--- src/gcif_pkg.sv ---
package gcif_pkg;

   // Register offsets on the host byte bus
   localparam logic [7:0] chip_id_power_control_addr      = 8'h00;
   localparam logic [7:0] probe_and_aux_clock_select_addr = 8'h01;
   localparam logic [7:0] timer_interrupt_mask_addr       = 8'h02;
   localparam logic [7:0] alarm_interrupt_mask_addr       = 8'h03;
   localparam logic [7:0] timer_interrupt_flags_addr      = 8'h04;
   localparam logic [7:0] alarm_interrupt_flags_addr      = 8'h05;

   // Field positions in the chip id / power control register
   localparam int power_down_bit    = 0;
   localparam int device_code_lsb   = 1;
   localparam int silicon_rev_lsb   = 4;

   // Field positions in the probe / aux clock register
   localparam int probe_sel_lsb     = 0;
   localparam int aux_rate_lsb      = 6;

   // Reset values
   localparam logic       power_down_reset = 1'b1;
   localparam logic [1:0] aux_rate_reset   = 2'h0;
   localparam logic [5:0] probe_sel_reset  = 6'h00;
   localparam logic [7:0] timer_mask_reset = 8'hff;
   localparam logic [3:0] alarm_mask_reset = 4'hf;

   // Probe source codes: last equalizer register file code and those above it
   localparam logic [5:0] probe_eq_last     = 6'h2f;
   localparam logic [5:0] probe_front_end   = 6'h30;
   localparam logic [5:0] probe_echo        = 6'h31;
   localparam logic [5:0] probe_dfe_sub     = 6'h32;
   localparam logic [5:0] probe_slicer_in   = 6'h33;
   localparam logic [5:0] probe_phase_det   = 6'h34;
   localparam logic [5:0] probe_loop_filter = 6'h35;

   // Aux clock multiplier codes
   typedef enum logic [1:0] {
      aux_x16a = 2'h0,
      aux_x16b = 2'h1,
      aux_x32  = 2'h2,
      aux_x64  = 2'h3
   } aux_rate_t;

   // Alarm flag bit positions
   localparam int alarm_snr_low_bit = 0;
   localparam int alarm_felm_lo_bit = 1;
   localparam int alarm_felm_hi_bit = 2;
   localparam int alarm_sync_bit    = 3;

endpackage : gcif_pkg

--- src/global_control_and_interrupt_flags.sv ---
// Summary of operation
// - Power-down halts filter processing and forces transmit output to zero.
// - Power-down leaves internal RAM contents untouched.
// - Reset pin or power-on sets the power-down bit.
// - Read-only four-bit silicon revision sits in bits 7..4.
// - Read-only three-bit device code sits in bits 3..1.
// - Two-bit selector picks aux clock: 00/01 x16, 10 x32, 11 x64.
// - Reset forces the aux clock selector to 00.
// - Six-bit probe selector: 0-47 equalizer file, 48-53 internal taps.
// - Mask bit one blocks its flag from the request output.
// - Unmasking a set flag asserts the request output at once.
// - Masking a set flag drops the request unless another flag stands.
// - Timer mask bits align with the eight timer flags.
// - Alarm mask bits 3..0: sync, level high, level low, noise low.
// - Timer flag sets on count one-to-zero, holds until host clears.
// - Host writes zero to clear; steady zero count does not re-set.
// - Request output is active low: any set unmasked flag asserts it.
// - Alarm flag sets on condition; zero write clears if condition ended.
// - Zero write during condition leaves flag set; clears when it ends.
// - Sync condition: detector enabled and accumulation above threshold.
// - Level high above high threshold; level low below low threshold.
// - Noise alarm when meter value exceeds alarm threshold.
`timescale 1ns/1ps
`default_nettype none

module global_control_and_interrupt_flags #(
   parameter logic [3:0] silicon_rev_value = 4'h1, // Arbitrary value
   parameter logic [2:0] device_code_value = 3'h5  // Arbitrary value
) (
   input  wire logic        sys_clk,
   input  wire logic        reset,
   input  wire logic        power_on_detect,
   // Host register port
   input  wire logic [7:0]  reg_addr,
   input  wire logic        reg_wr,
   input  wire logic        reg_rd,
   input  wire logic [7:0]  reg_wdata,
   output logic      [7:0]  reg_rdata,
   // Timer counts: one-hot is_one / is_zero indications per timer
   input  wire logic [7:0]  timer_count_is_one,
   input  wire logic [7:0]  timer_count_is_zero,
   // Alarm sources
   input  wire logic        sync_detect_enable,
   input  wire logic [15:0] sync_accum,
   input  wire logic [15:0] descrambler_sync_threshold,
   input  wire logic [15:0] far_level_meter,
   input  wire logic [15:0] far_high_threshold,
   input  wire logic [15:0] far_low_threshold,
   input  wire logic [15:0] noise_alarm_meter,
   input  wire logic [15:0] noise_alarm_threshold,
   // Probe sources and the transmit sample
   input  wire logic [15:0] eq_file_data,
   input  wire logic [15:0] front_end_out,
   input  wire logic [15:0] echo_replica,
   input  wire logic [15:0] dfe_sub_out,
   input  wire logic [15:0] slicer_in,
   input  wire logic [15:0] phase_det_out,
   input  wire logic [15:0] loop_filter_out,
   input  wire logic [15:0] tx_sample,
   // Control outputs
   output logic      [5:0]  eq_file_index,
   output logic      [15:0] probe_data,
   output logic      [1:0]  aux_clock_rate,
   output logic      [6:0]  aux_clock_mult,
   output logic             filter_run,
   output logic             ram_hold,
   output logic      [15:0] tx_out,
   output logic             irq_n
);

   ////////////////////////////////////////////////////////////////////////
   // Registers and decode

   logic        power_down_r;
   logic [1:0]  aux_rate_r;
   logic [5:0]  probe_sel_r;
   logic [7:0]  timer_mask_r;
   logic [3:0]  alarm_mask_r;
   logic [7:0]  timer_flags_r;
   logic [7:0]  timer_flags_nxt;
   logic [3:0]  alarm_flags_r;
   logic [3:0]  alarm_flags_nxt;
   logic [7:0]  timer_was_one_r;
   logic [3:0]  alarm_cond;
   logic        wr_chip;
   logic        wr_probe;
   logic        wr_tmask;
   logic        wr_amask;
   logic        wr_tflag;
   logic        wr_aflag;
   logic        por_meta_r;
   logic        por_sync_r;
   logic        init_req;

   assign wr_chip  = reg_wr && reg_addr == gcif_pkg::chip_id_power_control_addr;
   assign wr_probe = reg_wr &&
                     reg_addr == gcif_pkg::probe_and_aux_clock_select_addr;
   assign wr_tmask = reg_wr && reg_addr == gcif_pkg::timer_interrupt_mask_addr;
   assign wr_amask = reg_wr && reg_addr == gcif_pkg::alarm_interrupt_mask_addr;
   assign wr_tflag = reg_wr && reg_addr == gcif_pkg::timer_interrupt_flags_addr;
   assign wr_aflag = reg_wr && reg_addr == gcif_pkg::alarm_interrupt_flags_addr;

   // Power-on detect is an external level, so it is synchronised first
   always_ff @(posedge sys_clk) begin
      if (reset) begin
         por_meta_r <= 1'b0;
         por_sync_r <= 1'b0;
      end else begin
         por_meta_r <= power_on_detect;
         por_sync_r <= por_meta_r;
      end
   end

   assign init_req = reset || por_sync_r;

   ////////////////////////////////////////////////////////////////////////
   // Power-down control

   // Set by reset or power-on; only a zero write releases it
   always_ff @(posedge sys_clk) begin
      if (init_req) begin
         power_down_r <= gcif_pkg::power_down_reset;
      end else if (wr_chip) begin
         power_down_r <= reg_wdata[gcif_pkg::power_down_bit];
      end
   end

   // Filters stop and the line goes quiet while powered down
   assign filter_run = !power_down_r;
   assign ram_hold   = power_down_r;  // RAM is frozen, never cleared

   always_ff @(posedge sys_clk) begin
      if (reset) begin
         tx_out <= 16'h0000;
      end else if (power_down_r) begin
         tx_out <= 16'h0000;
      end else begin
         tx_out <= tx_sample;
      end
   end

   ////////////////////////////////////////////////////////////////////////
   // Probe and aux clock selection

   always_ff @(posedge sys_clk) begin
      if (init_req) begin
         aux_rate_r  <= gcif_pkg::aux_rate_reset;
         probe_sel_r <= gcif_pkg::probe_sel_reset;
      end else if (wr_probe) begin
         aux_rate_r  <= reg_wdata[gcif_pkg::aux_rate_lsb +: 2];
         probe_sel_r <= reg_wdata[gcif_pkg::probe_sel_lsb +: 6];
      end
   end

   assign aux_clock_rate = aux_rate_r;

   // Multiplier of the symbol_clock rate for the aux clock synthesiser
   always_comb begin
      case (gcif_pkg::aux_rate_t'(aux_rate_r))
         gcif_pkg::aux_x32: aux_clock_mult = 7'd32;
         gcif_pkg::aux_x64: aux_clock_mult = 7'd64;
         default:           aux_clock_mult = 7'd16; // Codes 00 and 01
      endcase
   end

   // Codes above 53 are undefined and probe zero
   assign eq_file_index = probe_sel_r;
   always_ff @(posedge sys_clk) begin
      if (reset) begin
         probe_data <= 16'h0000;
      end else if (probe_sel_r <= gcif_pkg::probe_eq_last) begin
         probe_data <= eq_file_data;
      end else begin
         case (probe_sel_r)
            gcif_pkg::probe_front_end:   probe_data <= front_end_out;
            gcif_pkg::probe_echo:        probe_data <= echo_replica;
            gcif_pkg::probe_dfe_sub:     probe_data <= dfe_sub_out;
            gcif_pkg::probe_slicer_in:   probe_data <= slicer_in;
            gcif_pkg::probe_phase_det:   probe_data <= phase_det_out;
            gcif_pkg::probe_loop_filter: probe_data <= loop_filter_out;
            default:                     probe_data <= 16'h0000;
         endcase
      end
   end

   ////////////////////////////////////////////////////////////////////////
   // Interrupt masks

   // Masks come up set so nothing interrupts before software is ready
   always_ff @(posedge sys_clk) begin
      if (reset) begin
         timer_mask_r <= gcif_pkg::timer_mask_reset;
         alarm_mask_r <= gcif_pkg::alarm_mask_reset;
      end else begin
         if (wr_tmask) begin
            timer_mask_r <= reg_wdata;
         end
         if (wr_amask) begin
            alarm_mask_r <= reg_wdata[3:0];
         end
      end
   end

   ////////////////////////////////////////////////////////////////////////
   // Timer flags

   // Remember last cycle's count-of-one to catch the step to zero
   always_ff @(posedge sys_clk) begin
      if (reset) begin
         timer_was_one_r <= 8'h00;
      end else begin
         timer_was_one_r <= timer_count_is_one;
      end
   end

   // Set beats a clearing write in the same cycle; ones in a write are no-ops
   generate
      for (genvar i = 0; i < 8; i++) begin : g_timer_flag
         always_comb begin
            if (timer_was_one_r[i] && timer_count_is_zero[i]) begin
               timer_flags_nxt[i] = 1'b1;
            end else if (wr_tflag && !reg_wdata[i]) begin
               timer_flags_nxt[i] = 1'b0;
            end else begin
               timer_flags_nxt[i] = timer_flags_r[i];
            end
         end
      end
   endgenerate

   always_ff @(posedge sys_clk) begin
      if (reset) begin
         timer_flags_r <= 8'h00;
      end else begin
         timer_flags_r <= timer_flags_nxt;
      end
   end

   ////////////////////////////////////////////////////////////////////////
   // Alarm conditions and flags

   always_comb begin
      alarm_cond = 4'h0;
      alarm_cond[gcif_pkg::alarm_sync_bit] = sync_detect_enable &&
         (sync_accum > descrambler_sync_threshold);
      alarm_cond[gcif_pkg::alarm_felm_hi_bit] =
         far_level_meter > far_high_threshold;
      alarm_cond[gcif_pkg::alarm_felm_lo_bit] =
         far_level_meter < far_low_threshold;
      alarm_cond[gcif_pkg::alarm_snr_low_bit] =
         noise_alarm_meter > noise_alarm_threshold;
   end

   // A zero write arms a clear that fires once the condition is gone; the
   // pending state is held in clear_pend_r, and an ended condition clears at once
   logic [3:0] clear_pend_r;

   generate
      for (genvar j = 0; j < 4; j++) begin : g_alarm_flag
         always_comb begin
            if (alarm_cond[j]) begin
               alarm_flags_nxt[j] = 1'b1;
            end else if ((wr_aflag && !reg_wdata[j]) || clear_pend_r[j]) begin
               alarm_flags_nxt[j] = 1'b0;
            end else begin
               alarm_flags_nxt[j] = alarm_flags_r[j];
            end
         end
      end
   endgenerate

   always_ff @(posedge sys_clk) begin
      if (reset) begin
         alarm_flags_r <= 4'h0;
         clear_pend_r  <= 4'h0;
      end else begin
         alarm_flags_r <= alarm_flags_nxt;
         clear_pend_r  <= (clear_pend_r | ({4{wr_aflag}} & ~reg_wdata[3:0]))
                          & alarm_flags_nxt;
      end
   end

   ////////////////////////////////////////////////////////////////////////
   // Request output and read back

   // Combinational so mask writes act on the very next cycle
   assign irq_n = !(|(timer_flags_r & ~timer_mask_r) ||
                    |(alarm_flags_r & ~alarm_mask_r));

   always_ff @(posedge sys_clk) begin
      if (reset) begin
         reg_rdata <= 8'h00;
      end else if (reg_rd) begin
         case (reg_addr)
            gcif_pkg::chip_id_power_control_addr:
               reg_rdata <= {silicon_rev_value, device_code_value,
                             power_down_r};
            gcif_pkg::probe_and_aux_clock_select_addr:
               reg_rdata <= {aux_rate_r, probe_sel_r};
            gcif_pkg::timer_interrupt_mask_addr:  reg_rdata <= timer_mask_r;
            gcif_pkg::alarm_interrupt_mask_addr:
               reg_rdata <= {4'h0, alarm_mask_r};
            gcif_pkg::timer_interrupt_flags_addr: reg_rdata <= timer_flags_r;
            gcif_pkg::alarm_interrupt_flags_addr:
               reg_rdata <= {4'h0, alarm_flags_r};
            default: reg_rdata <= 8'h00;
         endcase
      end
   end

endmodule : global_control_and_interrupt_flags

`default_nettype wire

--- config.mk ---
export PLATFORM = sky130hd
export DESIGN_NAME = global_control_and_interrupt_flags
export DESIGN_NICKNAME = d
export VERILOG_FILES = /design/src/gcif_pkg.sv /design/src/global_control_and_interrupt_flags.sv
export SDC_FILE = /design/constraint.sdc
export NUM_CORES = 1
export LEC_CHECK = 0
export ABC_CLOCK_PERIOD_IN_PS = 3200
export BUFFER_PORTS_ARGS = -buffer_cell sky130_fd_sc_hd__buf_2
export CAP_MARGIN = 30
export CORE_AREA = 2 2 130 132
export CTS_CLUSTER_SIZE = 16
export DETAILED_ROUTE_END_ITERATION = 7
export DIE_AREA = 0 0 132 134
export PLACE_DENSITY = 0.75
export SYNTH_ARGS = -nofsm -noshare
export SYNTH_HDL_FRONTEND = slang
export SYNTH_SLANG_ARGS = --single-unit
--- constraint.sdc ---
create_clock -name sys_clk -period 3.2 [get_ports sys_clk]
set_input_delay 0.64 -clock sys_clk [delete_from_list [all_inputs] [get_ports sys_clk]]
set_output_delay 0.64 -clock sys_clk [all_outputs]
set_load 0.02 [all_outputs]
==> results.py <==
metrics = {
    "outcome": {
        "outcome": "completed",
    },
    "floorplanning": {
        "die_h_um": 134,
        "die_w_um": 132,
        "start_util": 0.324,
        "ioPinCount": 336,
        "die-area_sq_um": 17700,
        "coreArea_sq_um": 16300,
        "rows": 47,
    },
    "layout": {
        "finalNonFillerCells": 1168,
        "area_growth_pct": 40.8,
        "final_util": 0.457,
        "num-nets-final": 1283,
        "layout-drive-gt1-share": 0.383,
        "fin_area_sq_um": 7440,
    },
    "cts": {
        "clk_root_buffer_cell": "clkbuf_16",
        "clk_pin_slew_ns": 0.07,
        "cts_hold_buf": 0,
        "tritoncts": "yes",
        "cts_made_buffers": 9,
        "insertion_delay_ns": 0.33,
        "htreeDepth": 3,
        "ctsResizeCount": 0,
        "post_cts_buffers": 0,
        "clock_path_buffers": 2,
        "cts_sinks": 87,
    },
    "min_path": {
        "hp-class": "flip-flop to flip-flop",
    },
    "pwr": {
        "powerDensity_nw_per_um2": 366,
        "pwr-share-clk": 0.410,
        "p_leak_uw": 0.00383,
        "sw_frac_of_total": 0.244,
        "seqPwrFrac": 0.416,
        "power.net_switching_uw": 664,
        "p_int_uw": 2060,
        "vdd_ir_drop_max_mv": 0.264,
        "pwr-share-comb": 0.174,
    },
    "timing": {
        "slew_headroom": 0.485,
        "setup_viol": 0,
        "max_freq_ghz": 0.429,
        "fin_crit_ns": 2.33,
        "worst_pin_slew_ns": 0.772,
        "worst_slack_ns": 0.868,
        "tns_ns": 0,
        "rsz0062_at_grt": "false",
        "fin_worst_skew_ns": 0.0101,
        "final_max_slew_viol_count": 0,
        "min_period_over_period": 0.729,
        "finalHoldViolations": 0,
    },
    "grt": {
        "grt_use_total": 0.198,
        "grt_first_pass_wirelength_um": 28300,
        "grt_pass1_vias": 5599,
        "grt_max_degree": 30,
        "antenna_found_initial": 1,
        "grt.overflow.total": 0,
    },
    "placed_design": {
        "preCtsSetupSlack_ns": 0.744,
        "postPlaceCellArea_sq_um": 7110,
        "hpwl_um": 15100,
        "routabilityCongestion": 0.903,
        "io_buffer_count": 331,
        "dp.cells": 1151,
    },
    "routing": {
        "wl_met2_um": 8490,
        "avgRoutedWirePerCell_um": 15.4,
        "drtIter0Drc": 418,
        "wl_met3_um": 1320,
        "vias": 5823,
        "first_pass_iters": 5,
        "drt-met1-wl_um": 8070,
        "drtAntennaViolNets": 0,
        "route.detailed.drc": 0,
        "highest_layer": "met4",
        "viasPerCell": 4.99,
        "totalWireLength_um": 18000,
    },
    "setup_path": {
        "crit_fanout": 17,
        "path_class": "flip-flop to flip-flop",
        "crit_path_end_kind": "flip-flop",
        "crit_path_start_kind": "flip-flop",
        "required_ns": 3.46,
        "crit_arrival_ns": 2.59,
    },
    "synth": {
        "synth-seq-cells": 87,
        "yosys.area.top_type": "dfxtp_1",
        "synth_cells": 621,
        "synth_simple_gate_area_share": 0.170,
        "synth_warnings": 0,
        "synth_compound_area_frac": 0.237,
        "synth_top_family_by_area": "compound AO/OA/AOI/OAI gates",
        "ys.flop_type": "dfxtp_1",
        "synth-xor-area-share": 0,
        "postSynthAreaPerCell_sq_um": 8.50,
        "syn_area_sq_um": 5280,
        "synth_top_area_frac": 0.330,
        "synthDistinctLibCells": 56,
        "synth-adder-area-share": 0.149,
        "async_flop_share": 0,
        "synth_mux_area_frac": 0.0268,
        "yosys-top-cells-area": "dfxtp_1 33%, ha_1 15%, inv_1 6.0%, a22oi_1 5.0%, a21oi_1 4.4%",
        "seq_area_frac_synth": 0.330,
        "synth_edf_count": 0,
    },
    "job": {
        "maxCapViolCount": 0,
    },
}
## Yosys cell counts, types with 4 or more instances
library cell,n
nand2_1,48
a22o_1,4
a31oi_1,16
inv_1,84
nor2_1,13
nor2b_1,19
a21oi_1,46
o211ai_1,11
and4_1,8
clkbuf_1,12
mux2i_1,13
nand4_1,4
buf_4,5
and2_1,19
dfxtp_1,87
o21ai_0,18
o22ai_1,4
a22oi_1,35
ha_1,63
buf_2,6
a221o_1,4
nand3_1,27
nand2b_1,4
a222oi_1,16
nor3_1,6
## final cells by class
cell class              count  area (sq um)
diodes                      1          2.50
inverters                  85           319
repair buffers            334          1680
well taps                 220           275
clock buffers              11           243
flip-flops and latches     87          1740
multi-input cells         425          3100
clock inverters             5          81.3
fillers                  1644          8850
## power by group through the flow
stage	sequential [uW]	combinational, uW	clock, uW
2_1_floorplan	1170	210	0
5_1_grt	1140	538	1200
4_1_cts	1130	477	1150
3_3_place_gp	1160	461	0
3_5_place_dp	1160	474	0
6_report	1130	474	1120
## flip-flops by register name, indices dropped and copies added (netlist names), 4 cells and up
| name | cells |
|---|---|
| alarm_mask_r | 4 |
| reg_rdata | 8 |
| timer_was_one_r | 8 |
| timer_flags_r | 8 |
| clear_pend_r | 4 |
| eq_file_index | 6 |
| probe_data | 16 |
| alarm_flags_r | 4 |
| timer_mask_r | 8 |
| tx_out | 16 |
## placed cells by master, fill, tap and decap left out, types with 3 or more instances in the layout
master	instances
a21boi_0	3
a21o_1	3
a21oi_1	46
a221o_1	4
a221oi_1	3
a222oi_1	16
a22o_1	4
a22oi_1	35
a31oi_1	16
and2_1	19
and4_1	8
buf_2	331
buf_4	3
clkbuf_16	9
conb_1	4
dfxtp_1	87
ha_1	63
inv_1	84
mux2i_1	13
nand2_1	48
nand2b_1	4
nand3_1	27
nand4_1	4
nor2_1	13
nor2_2	3
nor2b_1	19
nor3_1	6
o211ai_1	11
o21ai_0	18
o22ai_1	4
o2bb2ai_1	3
## worst paths after layout
kind	startpoint	end	slack, ns	cells past startpoint
min reg2reg	por_meta_r	por_sync_r	0.45	1
max reg2reg	eq_file_index[4]	probe_data[6]	0.87	5
max	eq_file_index[4]	probe_data[6]	0.87	5
min	por_meta_r	por_sync_r	0.45	1
## kinds of logic after synthesis
| logic type | Yosys count |
|---|---|
| compound gates | 180 |
| fa+ha+maj | 63 |
| buf+inv | 112 |
| flops | 87 |
| mux | 14 |
| other cells | 1 |
| simple gates | 164 |
## worst max-delay path: stages (launching register included)
cell and delay, ns:
dfxtp_1 0.44, nand2_2 0.28, or3_4 0.46, nor3b_4 0.68, a22oi_1 0.19, a31oi_1 0.20
## per-stage QoR
| stage | hold slack, ns | total power, uW |
|---|---|---|
| 4_1_cts | 0.456 | 2760 |
| 2_1_floorplan | 0.414 | 1380 |
| 3_5_place_dp | 0.440 | 1630 |
| 3_3_place_gp | 0.427 | 1620 |
| 5_1_grt | 0.466 | 2880 |
| 6_report | 0.447 | 2720 |
## routing by layer
layer	up-vias	global-route usage
met3	12	0.0408
met1	2647	0.270
met4	0	0.0356
li1	2901	-
met2	263	0.327
met5	-	0
No activity file was read; power rests on OpenSTA's default activity.
